==> src/fpc_pkg.sv <==
package fpc_pkg;

   // ----------------------------------------
   // register byte addresses
   // ----------------------------------------
   localparam logic [11:0] FPC_PROT_OFS = 12'h104;
   localparam logic [11:0] FPC_CFG_OFS = 12'h108;
   localparam logic [11:0] FPC_STAT_OFS = 12'h10C;
   localparam logic [11:0] FPC_IRQ_STAT_OFS = 12'h110;
   localparam logic [11:0] FPC_IRQ_MASK_OFS = 12'h114;

   // ----------------------------------------
   // field positions
   // ----------------------------------------
   localparam int FPC_CFG_BUF_IE_BIT = 7;
   localparam int FPC_CFG_DONE_IE_BIT = 6;
   localparam int FPC_CFG_KEY_BIT = 5;
   localparam int FPC_HI_MSB = 7;
   localparam int FPC_HI_LSB = 3;
   localparam int FPC_LO_MSB = 2;
   localparam int FPC_LO_LSB = 0;
   localparam int FPC_STAT_VIOL_BIT = 5;
   localparam int FPC_EVT_BUF_BIT = 0;
   localparam int FPC_EVT_DONE_BIT = 1;
   localparam int FPC_EVT_VIOL_BIT = 2;
   localparam int FPC_EVT_W = 3;

   // ----------------------------------------
   // codes and reset values
   // ----------------------------------------
   localparam logic [4:0] FPC_HI_NONE = 5'h1F;
   localparam logic [2:0] FPC_LO_NONE = 3'h7;
   localparam logic [1:0] FPC_KEY_ENABLED = 2'h2;
   localparam logic [7:0] FPC_CFG_RST = 8'h00;
   localparam logic [FPC_EVT_W-1:0] FPC_MASK_RST = 3'h0;
   localparam logic [1:0] FPC_RESP_OKAY = 2'h0;
   localparam logic [1:0] FPC_RESP_SLVERR = 2'h2;

   // ----------------------------------------
   // flash array geometry
   // ----------------------------------------
   localparam int FPC_ADDR_W = 15;
   localparam int FPC_SECTOR_LSB = 10;

endpackage

==> src/fpc_prot_check.sv <==
`timescale 1ns/10ps
// ----------------------------------------
// protection range decoder
// ----------------------------------------
module fpc_prot_check
   import fpc_pkg::*;
(
   // protection setting
   input wire logic [7:0] prot,
   // address under test
   input wire logic [FPC_ADDR_W-1:0] addr,
   // results
   output logic hit,
   output logic any_prot
);

   logic [4:0] hi_code;
   logic [2:0] lo_code;
   logic [4:0] kb;
   logic hi_hit;
   logic lo_hit;

   assign hi_code = prot[FPC_HI_MSB:FPC_HI_LSB];
   assign lo_code = prot[FPC_LO_MSB:FPC_LO_LSB];
   assign kb = addr[FPC_ADDR_W-1:FPC_SECTOR_LSB];

   // higher range starts at (code+1) kbytes and runs to the top
   assign hi_hit = (hi_code != FPC_HI_NONE) && (kb > hi_code);

   // lower range from the base; reserved codes fall back to whole array
   always_comb begin
      case (lo_code)
         3'h3: lo_hit = (kb < 5'h04);
         3'h4: lo_hit = (kb < 5'h03);
         3'h5: lo_hit = (kb < 5'h02);
         3'h6: lo_hit = (kb < 5'h01);
         3'h7: lo_hit = 1'b0;
         default: lo_hit = 1'b1;
      endcase
   end

   // both ranges checked side by side
   assign hit = hi_hit | lo_hit;
   assign any_prot = (hi_code != FPC_HI_NONE) || (lo_code != FPC_LO_NONE);

endmodule

==> src/fpc_top.sv <==
// Design decision made here: register access over AXI4-Lite.
`timescale 1ns/10ps
module fpc_top
   import fpc_pkg::*;
(
   // clock and reset
   input wire logic mclk,
   input wire logic sys_rst,
   // axi4-lite write address
   input wire logic s_axi_awvalid,
   output logic s_axi_awready,
   input wire logic [11:0] s_axi_awaddr,
   input wire logic [2:0] s_axi_awprot,
   // axi4-lite write data
   input wire logic s_axi_wvalid,
   output logic s_axi_wready,
   input wire logic [31:0] s_axi_wdata,
   input wire logic [3:0] s_axi_wstrb,
   // axi4-lite write response
   output logic s_axi_bvalid,
   input wire logic s_axi_bready,
   output logic [1:0] s_axi_bresp,
   // axi4-lite read address
   input wire logic s_axi_arvalid,
   output logic s_axi_arready,
   input wire logic [11:0] s_axi_araddr,
   input wire logic [2:0] s_axi_arprot,
   // axi4-lite read data
   output logic s_axi_rvalid,
   input wire logic s_axi_rready,
   output logic [31:0] s_axi_rdata,
   output logic [1:0] s_axi_rresp,
   // configuration field and mode
   input wire logic [7:0] nvm_prot_byte,
   input wire logic [1:0] backdoor_enable_field,
   input wire logic special_mode,
   // command engine flags
   input wire logic buf_empty_flag,
   input wire logic cmd_done_flag,
   // array write and read requests
   input wire logic flash_wr_valid,
   input wire logic flash_rd_req,
   output logic cmd_wr_pulse,
   output logic key_wr_pulse,
   output logic flash_rd_go,
   // program and erase check
   input wire logic cmd_req,
   input wire logic cmd_mass,
   input wire logic [FPC_ADDR_W-1:0] cmd_addr,
   output logic cmd_ok,
   output logic cmd_refused,
   output logic protect_violation_flag,
   // interrupt
   output logic flash_irq
);

   // ----------------------------------------
   // state
   // ----------------------------------------
   logic [7:0] flash_protection_reg;
   logic buf_ie_reg;
   logic done_ie_reg;
   logic key_access_reg;
   logic viol_reg;
   logic [FPC_EVT_W-1:0] evt_stat_reg;
   logic [FPC_EVT_W-1:0] evt_mask_reg;
   logic buf_empty_d_reg;
   logic cmd_done_d_reg;
   logic aw_have_reg;
   logic w_have_reg;
   logic [11:0] aw_addr_reg;
   logic [7:0] w_data_reg;
   logic w_lane0_reg;
   logic awready_reg;
   logic wready_reg;
   logic bvalid_reg;
   logic [1:0] bresp_reg;
   logic arready_reg;
   logic rvalid_reg;
   logic [31:0] rdata_reg;
   logic [1:0] rresp_reg;
   logic cmd_wr_reg;
   logic key_wr_reg;
   logic rd_go_reg;
   logic cmd_ok_reg;
   logic cmd_ref_reg;
   logic irq_reg;

   logic wr_go;
   logic rd_go;
   logic prot_hit;
   logic prot_any;
   logic grow_ok;
   logic refuse_now;
   logic [FPC_EVT_W-1:0] evt_set;
   logic [7:0] prot_wdata;

   // ----------------------------------------
   // helpers
   // ----------------------------------------
   // protected kbytes of the lower range; reserved codes count as whole array
   function automatic logic [5:0] lo_size(input logic [2:0] code);
      case (code)
         3'h3: lo_size = 6'h04;
         3'h4: lo_size = 6'h03;
         3'h5: lo_size = 6'h02;
         3'h6: lo_size = 6'h01;
         3'h7: lo_size = 6'h00;
         default: lo_size = 6'h20;
      endcase
   endfunction

   // a mapped register answers with okay, any other address with slverr
   function automatic logic mapped(input logic [11:0] a);
      mapped = (a == FPC_PROT_OFS) || (a == FPC_CFG_OFS) || (a == FPC_STAT_OFS) ||
               (a == FPC_IRQ_STAT_OFS) || (a == FPC_IRQ_MASK_OFS);
   endfunction

   // ----------------------------------------
   // protection decode
   // ----------------------------------------
   fpc_prot_check u_check (
      .prot(flash_protection_reg),
      .addr(cmd_addr),
      .hit(prot_hit),
      .any_prot(prot_any)
   );

   assign prot_wdata = w_data_reg;
   // each field may only widen: higher start must not rise, lower size not fall
   assign grow_ok = (prot_wdata[FPC_HI_MSB:FPC_HI_LSB] <= flash_protection_reg[FPC_HI_MSB:FPC_HI_LSB]) &&
                    (lo_size(prot_wdata[FPC_LO_MSB:FPC_LO_LSB]) >=
                     lo_size(flash_protection_reg[FPC_LO_MSB:FPC_LO_LSB]));
   assign refuse_now = cmd_req && (cmd_mass ? prot_any : prot_hit);

   // ----------------------------------------
   // bus write channel
   // ----------------------------------------
   assign wr_go = aw_have_reg && w_have_reg && !bvalid_reg;

   // address and data are caught independently, in either order
   always_ff @(posedge mclk) begin
      if (sys_rst) begin
         aw_have_reg <= 1'b0;
         aw_addr_reg <= 12'h000;
         awready_reg <= 1'b0;
      end else if (s_axi_awvalid && awready_reg) begin
         aw_have_reg <= 1'b1;
         aw_addr_reg <= s_axi_awaddr;
         awready_reg <= 1'b0;
      end else if (wr_go) begin
         aw_have_reg <= 1'b0;
      end else if (!aw_have_reg && !bvalid_reg) begin
         awready_reg <= 1'b1;
      end
   end

   always_ff @(posedge mclk) begin
      if (sys_rst) begin
         w_have_reg <= 1'b0;
         w_data_reg <= 8'h00;
         w_lane0_reg <= 1'b0;
         wready_reg <= 1'b0;
      end else if (s_axi_wvalid && wready_reg) begin
         w_have_reg <= 1'b1;
         w_data_reg <= s_axi_wdata[7:0];
         w_lane0_reg <= s_axi_wstrb[0];
         wready_reg <= 1'b0;
      end else if (wr_go) begin
         w_have_reg <= 1'b0;
      end else if (!w_have_reg && !bvalid_reg) begin
         wready_reg <= 1'b1;
      end
   end

   // response after both halves are in hand
   always_ff @(posedge mclk) begin
      if (sys_rst) begin
         bvalid_reg <= 1'b0;
         bresp_reg <= FPC_RESP_OKAY;
      end else if (wr_go) begin
         bvalid_reg <= 1'b1;
         bresp_reg <= mapped(aw_addr_reg) ? FPC_RESP_OKAY : FPC_RESP_SLVERR;
      end else if (s_axi_bready) begin
         bvalid_reg <= 1'b0;
      end
   end

   // ----------------------------------------
   // bus read channel
   // ----------------------------------------
   assign rd_go = s_axi_arvalid && arready_reg;

   // unused register bits and the upper word read as zero
   always_ff @(posedge mclk) begin
      if (sys_rst) begin
         arready_reg <= 1'b0;
         rvalid_reg <= 1'b0;
         rdata_reg <= 32'h0000_0000;
         rresp_reg <= FPC_RESP_OKAY;
      end else if (rd_go) begin
         arready_reg <= 1'b0;
         rvalid_reg <= 1'b1;
         rresp_reg <= mapped(s_axi_araddr) ? FPC_RESP_OKAY : FPC_RESP_SLVERR;
         case (s_axi_araddr)
            FPC_PROT_OFS: rdata_reg <= {24'h000000, flash_protection_reg};
            FPC_CFG_OFS: rdata_reg <= {24'h000000, buf_ie_reg, done_ie_reg, key_access_reg, 5'h00};
            FPC_STAT_OFS: rdata_reg <= {24'h000000, 2'h0, viol_reg, 5'h00};
            FPC_IRQ_STAT_OFS: rdata_reg <= {29'h00000000, evt_stat_reg};
            FPC_IRQ_MASK_OFS: rdata_reg <= {29'h00000000, evt_mask_reg};
            default: rdata_reg <= 32'h0000_0000;
         endcase
      end else if (rvalid_reg && s_axi_rready) begin
         rvalid_reg <= 1'b0;
      end else if (!rvalid_reg) begin
         arready_reg <= 1'b1;
      end
   end

   // ----------------------------------------
   // protection register
   // ----------------------------------------
   // reset takes the stored byte; writes obey the mode
   always_ff @(posedge mclk) begin
      if (sys_rst) begin
         flash_protection_reg <= nvm_prot_byte;
      end else if (wr_go && w_lane0_reg && aw_addr_reg == FPC_PROT_OFS) begin
         if (special_mode) begin
            flash_protection_reg <= prot_wdata;
         end else if (grow_ok) begin
            flash_protection_reg <= prot_wdata;
         end
      end
   end

   // ----------------------------------------
   // configuration register
   // ----------------------------------------
   always_ff @(posedge mclk) begin
      if (sys_rst) begin
         buf_ie_reg <= FPC_CFG_RST[FPC_CFG_BUF_IE_BIT];
         done_ie_reg <= FPC_CFG_RST[FPC_CFG_DONE_IE_BIT];
         key_access_reg <= FPC_CFG_RST[FPC_CFG_KEY_BIT];
      end else if (wr_go && w_lane0_reg && aw_addr_reg == FPC_CFG_OFS) begin
         buf_ie_reg <= w_data_reg[FPC_CFG_BUF_IE_BIT];
         done_ie_reg <= w_data_reg[FPC_CFG_DONE_IE_BIT];
         if (backdoor_enable_field == FPC_KEY_ENABLED) begin
            key_access_reg <= w_data_reg[FPC_CFG_KEY_BIT];
         end
      end
   end

   // ----------------------------------------
   // array access routing
   // ----------------------------------------
   // reads never wait on the key bit, so key entry cannot stall fetches
   always_ff @(posedge mclk) begin
      if (sys_rst) begin
         cmd_wr_reg <= 1'b0;
         key_wr_reg <= 1'b0;
         rd_go_reg <= 1'b0;
      end else begin
         cmd_wr_reg <= flash_wr_valid && !key_access_reg;
         key_wr_reg <= flash_wr_valid && key_access_reg;
         rd_go_reg <= flash_rd_req;
      end
   end

   // ----------------------------------------
   // program and erase gate
   // ----------------------------------------
   always_ff @(posedge mclk) begin
      if (sys_rst) begin
         cmd_ok_reg <= 1'b0;
         cmd_ref_reg <= 1'b0;
      end else begin
         cmd_ok_reg <= cmd_req && !refuse_now;
         cmd_ref_reg <= refuse_now;
      end
   end

   // violation flag: write one to clear, a new refusal wins over the clear
   always_ff @(posedge mclk) begin
      if (sys_rst) begin
         viol_reg <= 1'b0;
      end else if (refuse_now) begin
         viol_reg <= 1'b1;
      end else if (wr_go && w_lane0_reg && aw_addr_reg == FPC_STAT_OFS && w_data_reg[FPC_STAT_VIOL_BIT]) begin
         viol_reg <= 1'b0;
      end
   end

   // ----------------------------------------
   // interrupts
   // ----------------------------------------
   assign evt_set = {refuse_now, cmd_done_flag && !cmd_done_d_reg, buf_empty_flag && !buf_empty_d_reg};

   always_ff @(posedge mclk) begin
      if (sys_rst) begin
         buf_empty_d_reg <= 1'b0;
         cmd_done_d_reg <= 1'b0;
      end else begin
         buf_empty_d_reg <= buf_empty_flag;
         cmd_done_d_reg <= cmd_done_flag;
      end
   end

   // sticky events, cleared by reading; an event in the read cycle survives
   always_ff @(posedge mclk) begin
      if (sys_rst) begin
         evt_stat_reg <= '0;
      end else if (rd_go && s_axi_araddr == FPC_IRQ_STAT_OFS) begin
         evt_stat_reg <= evt_set;
      end else begin
         evt_stat_reg <= evt_stat_reg | evt_set;
      end
   end

   always_ff @(posedge mclk) begin
      if (sys_rst) begin
         evt_mask_reg <= FPC_MASK_RST;
      end else if (wr_go && w_lane0_reg && aw_addr_reg == FPC_IRQ_MASK_OFS) begin
         evt_mask_reg <= w_data_reg[FPC_EVT_W-1:0];
      end
   end

   // level flags feed the line directly through their enables
   always_ff @(posedge mclk) begin
      if (sys_rst) begin
         irq_reg <= 1'b0;
      end else begin
         irq_reg <= (buf_ie_reg && buf_empty_flag) ||
                    (done_ie_reg && cmd_done_flag) ||
                    (|(evt_stat_reg & evt_mask_reg));
      end
   end

   // ----------------------------------------
   // outputs
   // ----------------------------------------
   assign s_axi_awready = awready_reg;
   assign s_axi_wready = wready_reg;
   assign s_axi_bvalid = bvalid_reg;
   assign s_axi_bresp = bresp_reg;
   assign s_axi_arready = arready_reg;
   assign s_axi_rvalid = rvalid_reg;
   assign s_axi_rdata = rdata_reg;
   assign s_axi_rresp = rresp_reg;
   assign cmd_wr_pulse = cmd_wr_reg;
   assign key_wr_pulse = key_wr_reg;
   assign flash_rd_go = rd_go_reg;
   assign cmd_ok = cmd_ok_reg;
   assign cmd_refused = cmd_ref_reg;
   assign protect_violation_flag = viol_reg;
   assign flash_irq = irq_reg;
endmodule
==> config.mk <==
export PLATFORM = sky130hd
export DESIGN_NAME = fpc_top
export DESIGN_NICKNAME = d
export VERILOG_FILES = /design/src/fpc_pkg.sv /design/src/fpc_prot_check.sv /design/src/fpc_top.sv
export SDC_FILE = /design/constraint.sdc
export NUM_CORES = 1
export LEC_CHECK = 0
export ABC_AREA = 1
export BUFFER_PORTS_ARGS = -buffer_cell sky130_fd_sc_hd__buf_2
export CORE_MARGIN = 8
export CORE_UTILIZATION = 48
export CTS_CLUSTER_DIAMETER = 150
export DETAILED_ROUTE_END_ITERATION = 10
export GPL_TIMING_DRIVEN = 0
export PLACE_DENSITY = 0.82
export SYNTH_ARGS = -nofsm -noshare
export SYNTH_HDL_FRONTEND = slang
export SYNTH_SLANG_ARGS = --single-unit
==> constraint.sdc <==
create_clock -name mclk -period 2.4 [get_ports mclk]
set_clock_uncertainty 0.2 [all_clocks]
set_input_delay 0.12 -clock mclk [delete_from_list [all_inputs] [get_ports mclk]]
set_output_delay 0.12 -clock mclk [all_outputs]
set_load 0.02 [all_outputs]
==> results.md <==
* Quantity of I/O buffers inserted on ports at between 80 and 90
* Part of the total power dissipated in sequential elements at 0.440
* Fmax at around 440 MHz
* Source of the critical timing path: flash_protection_reg[7]
* Crit start category: register
* Capturing element type of the critical path: register
* Hold_sp: s_axi_awvalid
* Area of the mapped netlist at roughly 0.0034 mm²
* Data arrival time at the worst-slack endpoint at approximately 2400 ps
* Dominant combinational cell family by area after synthesis: simple AND/OR/NAND/NOR gates
* Most instantiated flip-flop cell in the synthesis netlist: dfxtp_1
* DRT Pass-1 Iters at 5
* Worst reg2reg setup slack at about 120 ps
* Type of the setup path with the least slack: reg -> reg
* Top cell types by occurrence after synthesis: nand2_1 (97), nor2_1 (63), inv_1 (59)
* # fillers at roughly 640
* Overall global routing resource usage at 0.199
* Ant diodes at 0
* Largest net degree at the start of global routing at 14
* Clock Tree Buf Depth at 2
* Area growth from synthesis to layout at 38.2%
* Compound-Gate Fraction of Synth Area at 0.115
* Multi-input gate area at between 0.0015 and 0.002 mm²
* Internal Dissipation at between 1500 and 2000 µW
* Floorplan die area at 0.0101 mm²
* Worst-skew pair later-pin latency at roughly 350 ps
* Via-to-Cell Ratio at between 4 and 5
* Area share of xor/xnor cells in the synthesized design at 0
* Dominant cells by area after synthesis: dfxtp_1 (33%), nand2_1 (11%), edfxtp_1 (7.0%)
* Simple-Gate Fraction of Synth Area at 0.295
* Post-route worst hold slack at about 28 ps
* Unrepaired setup endpoints after global routing: yes
* Post-detailed-route count of antenna-violating nets at 0
* Final net count at about 760
* Initial antenna violation count at 0
* Width of the die at 101 µm
* Clock transition time at the flip-flop clock pins of the worst setup and hold paths at about 80 ps
* Share of synthesized area occupied by flip-flops and latches at 0.397
* Root buffer cell: clkbuf_8
* Global placement routability congestion at a little under 0.9
* Setup bufs post-CTS at 0
* Die Span Y at about 100 µm
* Initial standard-cell utilization of the core at 0.483
* Number of global-route vias before repair at between 3000 and 4000
* Final sum of negative setup slack at 0 ps
* Routed length per placed instance at 12.9 µm
* Multiplexer fraction of the synthesized cell area at 0
* Clock buffers created by TritonCTS at 9
* Mapped Cells at 480
* Static Leakage at 0.00239 µW
* Max FFs per register at 12
* Cell taking the most area after synthesis: dfxtp_1
* Seq cells post-synth at 64
* Run status: finished, final reports clean
* Slew HR at 0.639
* Time the worst path needs with I/O delays and setup at between 2000 and 2500 ps
* Post-synthesis share of cell area spent on full adders, half adders and majority gates at 0.0511
* Worst R2R Start: flash_protection_reg[7]
* Number of distinct standard cells referenced by the synthesized netlist at 32
* Switching Fraction at 0.294
* Final Max Slew Viols at 0
* CTS tree: yes
* Clock share of power at 0.373
* DRC violations left at 0
* TritonCTS Sinks at 64
* Most frequently used cell type in the post-synthesis netlist: nand2_1
* Worst VDD drop at 0.375 mV
* Floorplan Core Area at around 0.0071 mm²
* Final setup violation count at 0
* Share of final-layout standard cells stronger than drive strength 1 at 0.222
* Wire length of the first global-routing pass at between 15 and 20 mm
* Hold Fails Final Rpt at 0
* Max cap viols at 0
* Post-synth top area share at 0.327
* Cell area power density at ~580 mW/mm²
* Kind of path behind the tightest hold check: in -> reg
* Gr ovfl total at 0
* Warnings, synthesis at 0
* Detail Placement HPWL at just over 7 mm
* Post-synth EDFFs at 8
* Endpoint required time on the critical path at 2490 ps
* Largest fanout on the critical path at 3
* Switching pwr at roughly 800 µW
* Wirelength, routed at roughly 9.7 mm
* Site Rows at 31
* Number of top-level design ports at between 150 and 200
* Power share of the combinational group at 0.187
* Period utilisation layout at 0.950
* Sequential cell area at about 0.0014 mm²
* 1st-iter DRT viols at ~200
* Synth Area per Inst at ~7 µm²
* Depth of the CTS H-tree at 3
* Worst Max-Slew Pin Slew at around 540 ps
* Vias after detailed routing at between 3000 and 4000
* Share of async-settable or async-resettable flops after synthesis at 0
==> power by group through the flow <==
stage               sequential, µW  combinational [µW]  clock [µW]
global placement              1220                 426           0
CTS                           1200                 498        1040
detailed placement            1220                 444           0
floorplan                     1230                 297           0
finish                        1200                 509        1020
global route                  1210                 570        1090
==> logic make-up (layout without fill, tap and decap cells) <==
| group | after synthesis | in the layout |
|---|---|---|
| adder cells (fa/ha/maj) | 14 | 14 |
| AND/OR/NAND/NOR | 229 | 229 |
| AO/OA/AOI/OAI | 73 | 73 |
| buffers and inverters | 99 | 242 |
| flip-flops | 64 | 64 |
| other | 1 | 26 |
==> placed cells by master, fill, tap and decap left out, drive strengths merged <==
cell type	netlist	final
buf	30	112
nand2	97	97
nor2	68	68
inv	61	64
dfxtp	56	56
nand3	49	49
dlygate4sd3	0	45
o21ai	34	34
a21oi	31	31
conb	1	26
clkbuf	7	17
ha	14	14
edfxtp	8	8
nand4	7	7
nor3	7	7
o31ai	3	3
clkinv	1	3
o21bai	1	1
o211ai	1	1
nand3b	1	1
a221oi	1	1
o2111ai	1	1
o21a	1	1
bufinv	0	1
==> per-stage QoR <==
stage / power, µW / instance area [µm²] / std cells / setup slack (ps) / util
floorplan: 1520 / 3520 / 505 / 377 / -
global placement: 1650 / 4060 / 686 / 167 / 0.571
detailed placement: 1670 / 4060 / 686 / 48.5 / 0.571
CTS: 2730 / 4730 / 747 / 29.9 / 0.666
global route: 2860 / 4740 / 747 / -27.2 / 0.668
finish: 2730 / 4740 / 747 / 119 / 0.668
==> layer usage <==
metal | GRT usage | wire (µm) | vias to the layer above
met4 | 0.101 | 248 | 0
met3 | 0.0718 | 833 | 22
met1 | 0.205 | 3850 | 1605
met5 | 0 | 0 | -
li1 | - | - | 1834
met2 | 0.348 | 4740 | 138
==> worst max-delay path: stages (launching register included) <==
cell and delay [ps]:
edfxtp_1 430, inv_2 90, ha_1 240, nand2_1 110, inv_1 40, nand2_1 60
nand2_1 50, o21ai_1 140, nand3_1 140, a21oi_2 160, dlygate4sd3_1 550
==> final timing paths <==
| kind | end | cells after the start |
|---|---|---|
| setup / recovery | cmd_ok | 10 |
| hold / removal | s_axi_awready | 4 |
| hold reg to reg | evt_stat_reg[1] | 1 |
| setup reg to reg | cmd_ok | 10 |
==> area by class of cell <==
class	instances	share of cell area
Inverter	62	0.0494
Clock buffer	10	0.0314
Clock inverter	6	0.0153
Buffer	37	0.0523
Multi-Input combinational cell	342	0.357
Tap cell	99	0.0261
Timing Repair Buffer	127	0.182
Sequential cell	64	0.287
==> timing repair <==
item / CTS / global route
setup endpoints to repair: 0 / 9
resized for setup: 0 / 4
hold buffers: 45 / 0
hold endpoints to repair: 49 / 0
Note: power is estimated with default switching activity, not from simulation.
